$ cat src/diag_pkg.sv
/*
  Shared constants for the speaker output diagnostic sequencer.
  Assumes a 20 MHz system clock; all timing derives from it.
*/
package diag_pkg;
  localparam int CLK_HZ = 20000000;
  localparam int TICK_US = 1000;
  localparam int TICK_CYCLES = CLK_HZ / 1000000 * TICK_US;
  localparam int CYCLE_MS = 100;
  localparam int RECHECK_MS = 1;
  localparam int PULSE_MS = 100;
  localparam int AC_MIN_PEAKS = 3;
  localparam int CH_COUNT = 4;
  // Fault code layout of one channel record
  localparam logic [2:0] FAULT_NONE = 3'h0;
  localparam logic [2:0] FAULT_GND = 3'h1;
  localparam logic [2:0] FAULT_SUPPLY = 3'h2;
  localparam logic [2:0] FAULT_SHORT_LOAD = 3'h3;
  localparam logic [2:0] FAULT_OPEN_LOAD = 3'h4;
  // Load classes from the analog front end
  localparam logic [1:0] LOAD_NORMAL = 2'h0;
  localparam logic [1:0] LOAD_SHORT = 2'h1;
  localparam logic [1:0] LOAD_OPEN = 2'h2;
endpackage

$ cat src/diag_chan_if.sv
/*
  Per-channel carrier between the sequencer top and its channel workers.
  Assumes one clock shared by both ends.
*/
`timescale 1ns/100ps
interface diag_chan_if;
  logic tick;
  logic rearm;
  logic diag_en;
  logic pulse_go;
  logic pulse_end;
  logic prot_trip;
  logic overload;
  logic out_gnd;
  logic out_supply;
  logic [1:0] load_class;
  logic [2:0] fault;
  logic fault_valid;
  logic chan_on;
  logic busy;
  modport top (output tick, rearm, diag_en, pulse_go, pulse_end, prot_trip, overload, out_gnd, out_supply,
    load_class, input fault, fault_valid, chan_on, busy);
  modport chan (input tick, rearm, diag_en, pulse_go, pulse_end, prot_trip, overload, out_gnd, out_supply,
    load_class, output fault, fault_valid, chan_on, busy);
endinterface

$ cat src/diag_channel.sv
/*
  One output channel: turn-on latch, permanent diagnostic and restart.
  Assumes the top supplies a 1 ms tick and synchronised fault inputs.
*/
`timescale 1ns/100ps
module diag_channel (
  // Clock and reset
  input wire logic sys_clk,
  input wire logic sys_rst,
  // Carrier to the top
  diag_chan_if.chan link
);
  typedef enum logic [2:0] {
    ST_IDLE = 3'b000,
    ST_RECHECK = 3'b001,
    ST_CYCLE = 3'b010,
    ST_HOLD = 3'b011,
    ST_RESTART = 3'b100
  } chan_state_t;

  typedef struct packed {
    chan_state_t st;
    logic [6:0] ms;
    logic [2:0] fault;
    logic valid;
    logic on;
  } chan_t;

  chan_t cur, next_cur;

  function automatic logic [2:0] classify(input logic gnd, input logic sup, input logic [1:0] ld,
    input logic open_ok);
    if (gnd)
      classify = diag_pkg::FAULT_GND;
    else if (sup)
      classify = diag_pkg::FAULT_SUPPLY;
    else if (ld == diag_pkg::LOAD_SHORT)
      classify = diag_pkg::FAULT_SHORT_LOAD;
    else if (ld == diag_pkg::LOAD_OPEN && open_ok)
      classify = diag_pkg::FAULT_OPEN_LOAD;
    else
      classify = diag_pkg::FAULT_NONE;
  endfunction

  //////////////////////////////////////////////////////////////////////////////
  always_comb begin
    next_cur = cur;
    // Turn-on result latched at the end of the pulse plateau
    if (link.pulse_end && !cur.valid) begin
      next_cur.fault = classify(link.out_gnd, link.out_supply, link.load_class, 1'b1);
      next_cur.valid = 1'b1;
    end
    if (link.rearm && cur.st != ST_CYCLE) begin
      next_cur.valid = 1'b0;
      next_cur.fault = diag_pkg::FAULT_NONE;
    end
    case (cur.st)
      ST_IDLE: begin
        next_cur.on = !link.pulse_go;
        if (link.prot_trip) begin
          next_cur.on = 1'b0;
          next_cur.ms = 7'h00;
          next_cur.st = link.diag_en ? ST_RECHECK : ST_RESTART;
        end
      end
      ST_RECHECK: begin
        // First tick may come at once; wait one whole ms
        if (link.tick && cur.ms == 7'h00) begin
          next_cur.ms = 7'h01;
        end else if (link.tick) begin
          if (!link.overload) begin
            next_cur.on = 1'b1;
            next_cur.st = ST_IDLE;
          end else if (link.rearm || !cur.valid || cur.fault == diag_pkg::FAULT_NONE) begin
            next_cur.st = ST_CYCLE;
            next_cur.ms = 7'h00;
          end else begin
            next_cur.st = ST_RESTART;
          end
        end
      end
      ST_CYCLE: begin
        if (link.tick) begin
          next_cur.ms = cur.ms + 7'h01;
          if (cur.ms == 7'(diag_pkg::CYCLE_MS - 1)) begin
            // Open load not recognisable while playing
            next_cur.fault = classify(link.out_gnd, link.out_supply, link.load_class, 1'b0);
            next_cur.valid = 1'b1;
            next_cur.st = ST_RESTART;
          end
        end
      end
      ST_RESTART: begin
        if (link.tick) begin
          if (!link.overload) begin
            next_cur.on = 1'b1;
            next_cur.st = ST_IDLE;
          end
        end
      end
      default: next_cur.st = ST_IDLE;
    endcase
  end

  always_ff @(posedge sys_clk) begin
    if (sys_rst)
      cur <= '{st: ST_IDLE, ms: 7'h00, fault: 3'h0, valid: 1'b0, on: 1'b0};
    else
      cur <= next_cur;
  end

  assign link.fault = cur.fault;
  assign link.fault_valid = cur.valid;
  assign link.chan_on = cur.on;
  assign link.busy = cur.st != ST_IDLE;
endmodule

$ cat src/speaker_output_diagnostics.sv
/*
  Diagnostic sequencer of a four-channel speaker amplifier: turn-on pulse,
  permanent short diagnostics with restart, DC offset and AC tweeter test.
  Assumes analog comparators deliver level flags; a bus read is one pulse
  from the serial interface logic on the same clock.
*/
// Summary of operation
// - Turn-on test at standby exit when requested
// - Turn-on result held until next read
// - Combined step: pulse first, stage stays off
// - Biased amplifier moves to permanent diagnostics
// - Latch status at pulse plateau end, 100 ms
// - Ground/supply criteria gain independent
// - Line-driver load classes at 16 dB option
// - Permanent: grounds, supply, shorted load, offset
// - Restart mode shuts only faulted channels
// - Restart checks every 1 ms
// - Diagnostics enabled: trip starts procedure
// - Recheck after 1 ms, recover if clear
// - Persistent overload runs 100 ms cycle
// - Cycle ends: restart, store, await read
// - Flag offset beyond plus minus 2 V
// - Offset window from read or enable
// - Protection trip abandons offset, AC tests
// - AC test enabled by byte two bit 2
// - Byte two bit 7 selects AC thresholds
// - Tweeter confirmed by three peaks
// - Every read re-arms all diagnostic cycles except a channel's running 100 ms cycle
// - Multiple faults reported over successive reads
`timescale 1ns/100ps
module speaker_output_diagnostics #(
  parameter int CHANNELS = diag_pkg::CH_COUNT,
  parameter int TICK_CYCLES = diag_pkg::TICK_CYCLES
) (
  // Clock and reset
  input wire logic sys_clk,
  input wire logic sys_rst,
  // Instruction bytes from the serial interface
  input wire logic [7:0] instruction_byte_one,
  input wire logic [7:0] instruction_byte_two,
  input wire logic standby_out,
  input wire logic diag_enable,
  input wire logic gain_low,
  input wire logic line_driver_diag,
  input wire logic bus_read,
  // Analog comparator flags, per channel, asynchronous
  input wire logic [3:0] prot_trip,
  input wire logic [3:0] out_gnd,
  input wire logic [3:0] out_supply,
  input wire logic [3:0] load_short_pa,
  input wire logic [3:0] load_open_pa,
  input wire logic [3:0] load_short_ld,
  input wire logic [3:0] load_open_ld,
  input wire logic [3:0] offset_high,
  input wire logic [3:0] peak_hi_thr,
  input wire logic [3:0] peak_lo_thr,
  // Power stage and results
  output logic stage_standby,
  output logic pulse_active,
  output logic [3:0] chan_enable,
  output logic [11:0] fault_codes,
  output logic [3:0] fault_valid,
  output logic [3:0] offset_flag,
  output logic [3:0] open_tweeter
);
  localparam int NSYNC = 10;

  initial begin
    if (CHANNELS != diag_pkg::CH_COUNT)
      $error("CHANNELS must be four");
    if (TICK_CYCLES < 2 || TICK_CYCLES > 65535)
      $error("TICK_CYCLES out of range");
  end

  typedef struct packed {
    logic [15:0] div;
    logic tick;
    logic standby_q;
    logic pulse;
    logic pulse_done;
    logic [6:0] pulse_ms;
    logic [3:0] off_run;
    logic [3:0] off_flag;
    logic ac_en_q;
    logic [3:0] ac_run;
    logic [3:0][1:0] peak_cnt;
    logic [3:0] peak_q;
    logic [3:0] tweeter_open;
    logic [3:0] rd_offset;
    logic [3:0] rd_tweet;
    logic [11:0] rd_fault;
    logic [3:0] rd_valid;
    logic [3:0] ch_on;
    logic stage_sb;
  } top_t;

  top_t cur, next_cur;
  logic [NSYNC*4-1:0] s1, s2, s3;
  logic [NSYNC*4-1:0] raw, stable, held;
  logic [3:0] c_trip, c_gnd, c_sup, c_off, c_peak;
  logic [1:0] c_load [3:0];
  logic [3:0] ch_fv, ch_on, ch_busy;
  logic [2:0] ch_fault [3:0];
  logic [1:0] next_peak [3:0];

  diag_chan_if chl [3:0] ();

  //////////////////////////////////////////////////////////////////////////////
  // Three-stage synchronisers; value moves when stages two and three agree
  assign raw = {peak_lo_thr, peak_hi_thr, offset_high, load_open_ld, load_short_ld, load_open_pa,
    load_short_pa, out_supply, out_gnd, prot_trip};
  always_ff @(posedge sys_clk) begin
    if (sys_rst) begin
      s1 <= '0;
      s2 <= '0;
      s3 <= '0;
      held <= '0;
    end else begin
      s1 <= raw;
      s2 <= s1;
      s3 <= s2;
      held <= stable;
    end
  end
  genvar gi;
  generate
    for (gi = 0; gi < NSYNC*4; gi++) begin : g_sync
      assign stable[gi] = (s2[gi] == s3[gi]) ? s3[gi] : held[gi];
    end
  endgenerate

  //////////////////////////////////////////////////////////////////////////////
  // Channel workers and analog class selection
  generate
    for (gi = 0; gi < 4; gi++) begin : g_ch
      assign c_trip[gi] = stable[gi];
      assign c_gnd[gi] = stable[4 + gi];
      assign c_sup[gi] = stable[8 + gi];
      assign c_off[gi] = stable[28 + gi];
      assign c_peak[gi] = instruction_byte_two[7] ? stable[36 + gi] : stable[32 + gi];
      // Ground/supply flags pass unchanged at any gain; load class by gain
      assign c_load[gi] = (gain_low && line_driver_diag) ?
        (stable[20 + gi] ? diag_pkg::LOAD_SHORT : stable[24 + gi] ? diag_pkg::LOAD_OPEN : diag_pkg::LOAD_NORMAL) :
        (stable[12 + gi] ? diag_pkg::LOAD_SHORT : stable[16 + gi] ? diag_pkg::LOAD_OPEN : diag_pkg::LOAD_NORMAL);
      assign chl[gi].tick = cur.tick;
      assign chl[gi].rearm = bus_read;
      assign chl[gi].diag_en = diag_enable;
      assign chl[gi].pulse_go = cur.pulse;
      assign chl[gi].pulse_end = cur.pulse_done;
      assign chl[gi].prot_trip = c_trip[gi];
      assign chl[gi].overload = c_trip[gi];
      assign chl[gi].out_gnd = c_gnd[gi];
      assign chl[gi].out_supply = c_sup[gi];
      assign chl[gi].load_class = c_load[gi];
      assign ch_fault[gi] = chl[gi].fault;
      assign ch_fv[gi] = chl[gi].fault_valid;
      assign ch_on[gi] = chl[gi].chan_on;
      assign ch_busy[gi] = chl[gi].busy;
      diag_channel u_ch (
        .sys_clk(sys_clk),
        .sys_rst(sys_rst),
        .link(chl[gi])
      );
    end
  endgenerate

  //////////////////////////////////////////////////////////////////////////////
  always_comb begin
    next_cur = cur;
    for (int i = 0; i < 4; i++)
      next_peak[i] = cur.peak_cnt[i];
    next_cur.tick = 1'b0;
    next_cur.pulse_done = 1'b0;
    // Shared millisecond time base
    if (cur.div == 16'(TICK_CYCLES - 1)) begin
      next_cur.div = 16'h0000;
      next_cur.tick = 1'b1;
    end else begin
      next_cur.div = cur.div + 16'h0001;
    end
    // Turn-on pulse on standby exit with diagnostics requested
    next_cur.standby_q = standby_out;
    if (standby_out && !cur.standby_q && diag_enable && !cur.pulse) begin
      next_cur.pulse = 1'b1;
      next_cur.pulse_ms = 7'h00;
    end
    if (cur.pulse && cur.tick) begin
      next_cur.pulse_ms = cur.pulse_ms + 7'h01;
      if (cur.pulse_ms == 7'(diag_pkg::PULSE_MS - 1)) begin
        next_cur.pulse = 1'b0;
        next_cur.pulse_done = 1'b1;
      end
    end
    // Stage biased only once the pulse is over
    next_cur.stage_sb = !standby_out || cur.pulse || next_cur.pulse;
    next_cur.ch_on = ch_on & {4{!next_cur.stage_sb}};
    // Offset window: persistence since last read or enable edge
    for (int i = 0; i < 4; i++) begin
      if (!c_off[i] || c_trip[i])
        next_cur.off_run[i] = 1'b0;
    end
    // Window closes as soon as the enable bit drops
    if (!instruction_byte_one[5])
      next_cur.off_run = 4'h0;
    // AC peak counting, saturating at the required count
    next_cur.ac_en_q = instruction_byte_two[2];
    next_cur.peak_q = c_peak;
    for (int i = 0; i < 4; i++) begin
      if (cur.ac_run[i] && c_peak[i] && !cur.peak_q[i] && cur.peak_cnt[i] != 2'(diag_pkg::AC_MIN_PEAKS))
        next_peak[i] = cur.peak_cnt[i] + 2'h1;
      if (c_trip[i])
        next_cur.ac_run[i] = 1'b0;
    end
    if (instruction_byte_two[2] && !cur.ac_en_q) begin
      next_cur.ac_run = 4'hF;
      for (int i = 0; i < 4; i++)
        next_peak[i] = 2'h0;
    end
    if (instruction_byte_one[5] && !cur.off_run[0] && !cur.off_run[1] && !cur.off_run[2] && !cur.off_run[3]
      && cur.off_flag == 4'h0)
      next_cur.off_run = instruction_byte_one[5] ? ~c_trip : 4'h0;
    // Read: publish previous cycle, then re-arm all but a running 100 ms cycle
    if (bus_read) begin
      for (int i = 0; i < 4; i++) begin
        next_cur.rd_fault[i*3 +: 3] = ch_fault[i];
        next_cur.tweeter_open[i] = instruction_byte_two[2] &&
          !(cur.ac_run[i] && cur.peak_cnt[i] == 2'(diag_pkg::AC_MIN_PEAKS));
        next_peak[i] = 2'h0;
      end
      next_cur.rd_valid = ch_fv;
      next_cur.rd_offset = cur.off_run & c_off & {4{instruction_byte_one[5]}};
      next_cur.off_flag = cur.off_run & c_off & {4{instruction_byte_one[5]}};
      next_cur.off_run = instruction_byte_one[5] ? ~c_trip : 4'h0;
      next_cur.ac_run = instruction_byte_two[2] ? ~c_trip : 4'h0;
    end
    for (int i = 0; i < 4; i++)
      next_cur.peak_cnt[i] = next_peak[i];
  end

  always_ff @(posedge sys_clk) begin
    if (sys_rst) begin
      cur <= '0;
      cur.stage_sb <= 1'b1;
    end else begin
      cur <= next_cur;
    end
  end

  //////////////////////////////////////////////////////////////////////////////
  assign stage_standby = cur.stage_sb;
  assign pulse_active = cur.pulse;
  assign chan_enable = cur.ch_on;
  assign fault_codes = cur.rd_fault;
  assign fault_valid = cur.rd_valid;
  assign offset_flag = cur.rd_offset;
  assign open_tweeter = cur.tweeter_open;
endmodule

$ cat config.mk
export PLATFORM = sky130hd
export DESIGN_NAME = speaker_output_diagnostics
export DESIGN_NICKNAME = d
export VERILOG_FILES = /design/src/diag_pkg.sv /design/src/diag_chan_if.sv /design/src/diag_channel.sv /design/src/speaker_output_diagnostics.sv
export SDC_FILE = /design/constraint.sdc
export NUM_CORES = 1
export LEC_CHECK = 0
export ABC_AREA = 1
export BUFFER_PORTS_ARGS = -buffer_cell sky130_fd_sc_hd__clkbuf_2
export CORE_MARGIN = 5
export CORE_UTILIZATION = 52
export DETAILED_ROUTE_END_ITERATION = 16
export PLACE_DENSITY = 0.76
export SLEW_MARGIN = 40
export SYNTH_ARGS = -nofsm -noshare
export SYNTH_HDL_FRONTEND = slang
export SYNTH_SLANG_ARGS = --single-unit
$ cat constraint.sdc
create_clock -name sys_clk -period 2.6 [get_ports sys_clk]
set_input_delay 0.13 -clock sys_clk [delete_from_list [all_inputs] [get_ports sys_clk]]
set_output_delay 0.13 -clock sys_clk [all_outputs]
set_load 0.005 [all_outputs]
# Word level (Yosys, flattened, before mapping)
# Index checks and enable logic that the tools add are counted.
totals:
  regBits: 297
classes:
  muxes: 205
  bitwise_logic: 5
  eq_ne: 122
  addsub: 10
  n_reduce_logical: 123
ops:
  columns: ["cell", "count"]
  rows:
  - ["two-way mux 3 bit", 49]
  - ["two-way mux 7 bit", 13]
  - ["two-way mux 4 bit", 22]
  - ["one-hot mux 7 bit (3 select lines)", 4]
  - ["two-way mux 10 bit", 8]
  - ["two-way mux 1 bit", 70]
  - ["two-way mux 14 bit", 4]
  - ["two-way mux 2 bit", 25]
  - ["!= test 2 bit, second input constant", 24]
  - ["one-hot mux 3 bit (4 select lines)", 4]
  - ["logical AND 1 bit", 43]
  - ["equality test 1 bit", 40]
  - ["nonzero test 3 bit", 12]
  - ["adder 7 x 1 -> 7 bit, second input constant", 5]
  - ["equality test 7 bit, second input constant", 5]
  - ["logical NOT 7 bit", 4]
  - ["AND reduction 7 bit", 4]
  - ["logical NOT 1 bit", 25]
  - ["logical NOT 3 bit", 8]
  - ["!= test 3 x 1 -> 1 bit, second input constant", 8]
  - ["!= test 3 x 2 -> 1 bit, second input constant", 8]
  - ["AND reduction 6 bit", 4]
  - ["adder 16 x 1 -> 16 bit, second input constant", 1]
  - ["equality test 16 x 15 -> 1 bit, second input constant", 1]
  - ["other kinds (20)", 74]

# Longest topological paths before layout
depth:
  ltp_word: 15
  ltp_mapped: 11
  mapped_depth_nobuf: 11

# Cells and area by module
# A second synthesis with hierarchy kept.
hier_totals:
  cells_unflattened: 1766
  hier_area_um2: 12499.5
modules_own_cells:
  columns: ["mod", "seq_area_each_um2", "cells_per_inst", "instances", "area_each_um2"]
  rows:
  - ["speaker_output_diagnostics", 4744.6, 1098, 1, 8565.7]
  - ["diag_channel", 300.3, 167, 4, 983.4]

# Least setup slack after synthesis
# OpenSTA, ideal clock, no wires.
synth_path:
  path_type: "register to register"
  start: "register g_ch[0].u_ch.cur[5] (netlist bit)"
  end: "register g_ch[0].u_ch.cur (netlist bit g_ch[0].u_ch.link.fault[0])"
  arrival_ns: 1.226
  path_stages_with_launch: 10
  path_slack_ns: 1.258
  n_path_buf: 0
  setup_time_ns: 0.116
  period_less_slack_ns: 1.342
  path_cell_list: "dfxtp_1 > ha_1 > nand2_1 > inv_1 > nand3_1 > or2_1 > nand2_1 > nand2_1 > nor2_1 > nor2_1"
synth_between:
  elab_chain_len: 4
synth_rtl:
  columns: ["element", "line", "text"]
  rows:
  - ["start: declaration", "diag_channel.sv:29", "chan_t cur, next_cur;"]
  - ["start signal: assignment", "diag_channel.sv:107", "cur <= '{st: ST_IDLE, ms: 7'h00, fault: 3'h0, valid: 1'b0, on: 1'b0};"]
  - ["start signal: assignment", "diag_channel.sv:109", "cur <= next_cur;"]
  - ["equality test 7 bit", "diag_channel.sv:85", "if (cur.ms == 7'(diag_pkg::CYCLE_MS - 1)) begin"]
  - ["two-way mux 4 bit", "diag_channel.sv:85", null]
  - ["two-way mux 14 bit", "diag_channel.sv:83", "if (link.tick) begin"]
  - ["two-way mux 4 bit", "diag_channel.sv:57", "case (cur.st)"]
# No other way between the ends. The select of a mux whose other input is x is not followed.
# A chain may end at the register's enable or synchronous reset.

# Worst setup path after layout
layout_path:
  start: "register cur (netlist bit chl[0].tick)"
  end: "register g_ch[0].u_ch.cur (netlist bit g_ch[0].u_ch.link.fault[0])"
layout_between:
  elab_chain_len: 2
layout_rtl:
  columns: ["element", "line", "text"]
  rows:
  - ["start: declaration", "speaker_output_diagnostics.sv:97", "top_t cur, next_cur;"]
  - ["start signal: assignment", "speaker_output_diagnostics.sv:245", "cur <= next_cur;"]
  - ["two-way mux 14 bit", "diag_channel.sv:83", null]
  - ["two-way mux 4 bit", "diag_channel.sv:57", null]
# No other way between the ends. The select of a mux whose other input is x is not followed.

==> results.txt <==
FF-to-FF Start - chl[0].tick
Die Ht - 164.2 um
DRC - 0
N_diodes - 0
Final Critical Period - 1.764 ns
All-Layer GR Usage - 19.23%
Startpoint Class - flip-flop
Reg clk slew, reported paths - 0.06 ns
P&R area growth vs syn - 16.97%
Number of fillers in the final layout - 2102
Async SR Flop Fraction - 0%
Fin. Hold Viols - 0
Layout cells sized above 1 - 10.40%
Post-synth EDFFs - 0
Fin crit share - 67.84%
Synth area leader - dfxtp_1
GPL Wtd Cong - 0.8835
Synthesized Nets - 1806
Fin nets - 1908
Worst slew pin tran - 0.5375 ns
Clock Path Buffers - 3
RSZ-0062 raised after global routing - false
Drt pass-1 iters - 5
Largest net degree at the start of global routing - 128
Outcome - finished clean
Critical Path Sink Type - flip-flop
Main synth FF type - dfxtp_1
Synth area leaders - dfxtp_1 48%, nand2_1 10%, nor2_1 9.5%
Required @ worst endpoint - 3.03 ns
Post-DR wirelength/cell - 11.91 um
Commonest cells post-synth - 337 x nand2_1, 312 x nor2_1, 297 x dfxtp_1, 280 x inv_1, 105 x a21oi_1
Hold Crit Class - primary input to flip-flop
Place WS - 0.8933 ns
Routed Antenna Nets - 0
Core ar. - 23400 um2
Slew HR - 63.97%
# setup viols final - 0
#FFs+latches synth - 297
Synth cell types - 46
CP endpoint - g_ch[0].u_ch.link.fault[0]
I/O pins - 93
Hold Slack - 0.03975 ns
Fmax - 0.5669 GHz
Clk sink count - 297
CTS Root Cell - clkbuf_16
Cell count after synthesis - 1729
Register area share after synthesis - 48.12%
Total power - 11.68 mW
First-pass GRT wire length - 43990 um
Cells on worst reg2reg path - 7
Reg2reg setup slack - 0.84 ns
Detailed-route via count - 10.61k
WL final - 25880 um
Via-to-Cell Ratio - 4.878
Mapped cell area - 12360 um2
Static Leak - 6.650 nW
CTS tree - built
Die area - 26950 um2
Setup ws final - 0.8360 ns
Initial antenna violation count - 0
Most frequent cell after synthesis - nand2_1
Worst-Skew Late Latency - 0.55 ns
H-tree levels - 1
TNS Setup - 0 ns
Initial Util - 52.80%
Maximum vdd drop - 611.4 uV
Yosys top cell area share - 48.12%
CP arrival - 2.20 ns
Clock Skew - 0.01075 ns
YS warnings - 0
Total clock buffers created by CTS - 31
Chip width - 164.2 um
Syn avg cell area - 7.147 um2
IO Port Bufs - 79
Pins Over Slew Limit - 0
DRT iter0 DRCs - 770
FP Rows - 56
MaxCap Viol Count - 0
CP max FO - 10
Via count of the first global-routing pass - 9963
PD cells - 808.3 nW/um2
Worst Setup Path Type - flip-flop to flip-flop
Post-DP HPWL - 17830 um
Reg-to-Reg End - g_ch[0].u_ch.link.fault[0]
Post-CTS Resized - 0
GR Overflow Total - 0
Beginning of the critical path - chl[0].tick
[cell type report]
type	count	area (um2)	area share [%]
sequential	297	5946	41.14
multi-input combinational	1068	4915	34.00
inverter	296	1111	7.687
timing repair buffer	137	969.7	6.709
clock buffer	45	918.4	6.354
tap	319	399.1	2.761
clock inverter	12	195.2	1.350
[timing repair]
item                                   4_1_cts  5_1_grt
buffers inserted                             0        0
hold buffers                                48        0
setup endpoints to repair                    0        0
endpoints found under the hold margin       85        0
[worst max-delay path, stage by stage (launching register included)]
cell and delay [ns]:
dfxtp_1 0.55, buf_4 0.26, nand4_1 0.16, or2_1 0.32, nand2_1 0.15, nand2_1 0.06
nor2_1 0.09, nor2_1 0.05
[layout by cell type (no fill, tap or decap), drive strengths merged, types with 11 or more instances in the layout]
master       instances
dlygate4sd3         48
nand4               34
clkbuf             123
buf                 11
nand2              345
a21oi              109
nand3               90
o211ai              12
nor2               321
dfxtp              297
ha                  14
nor3                17
inv                296
o21ai               84
[sequential cells by signal (all words and copies together) (netlist names)]
register                    cells
cur                            45
g_ch.u_ch.cur                  40
held                           40
s1                             40
s2                             40
s3                             40
fault_codes                    12
g_ch.u_ch.link.fault           12
chan_enable                     4
fault_valid                     4
g_ch.u_ch.link.chan_on          4
g_ch.u_ch.link.fault_valid      4
offset_flag                     4
open_tweeter                    4
chl.pulse_end                   1
chl.tick                        1
pulse_active                    1
stage_standby                   1
[report_power, final]
group | total [mW] | switching, mW | leakage (nW) | internal [mW]
clock | 4.67 | 1.74 | 0.548 | 2.94
sequential | 4.97 | 0.189 | 2.42 | 4.78
combinational | 2.04 | 1.33 | 3.68 | 0.707
[routing by layer]
layer / wire length, um / share of wire [%] / vias up / track usage (%)
met4: 708 / 2.7 / 0 / 6.557
met1: 11620 / 45 / 4720 / 24.64
met2: 12050 / 47 / 269 / 32.90
met5: 0 / 0 / - / 0
met3: 1502 / 5.8 / 58 / 3.187
li1: - / - / 5558 / -
[kinds of logic after synthesis]
family	synth area share (%)
xor+xnor	0.2836
buf+inv	12.11
compound gates	10.19
fa+ha+maj	1.418
simple gates	27.89
flops	48.12
[how the worst min path moves through the flow]
stage	to	slack, ns	cells after the start	from
finish	g_ch[2].u_ch.cur[12]	0.04	5	diag_enable
global route	g_ch[2].u_ch.cur[12]	0.07	5	diag_enable
CTS	g_ch[2].u_ch.cur[12]	0.03	5	diag_enable
detailed placement	s1[25]	0.33	3	load_open_ld[1]
global placement	s1[33]	0.32	3	peak_hi_thr[1]
floorplan	s1[0]	0.24	2	prot_trip[0]
[metrics by stage]
stage	utilization, %	instance area, um2	std cells
floorplan	-	12360	1729
global placement	54.95	12860	2069
detailed placement	54.95	12860	2069
CTS	61.76	14450	2174
global route	61.76	14450	2174
finish	61.76	14450	2174
Note: power is estimated with default switching activity, not from simulation.
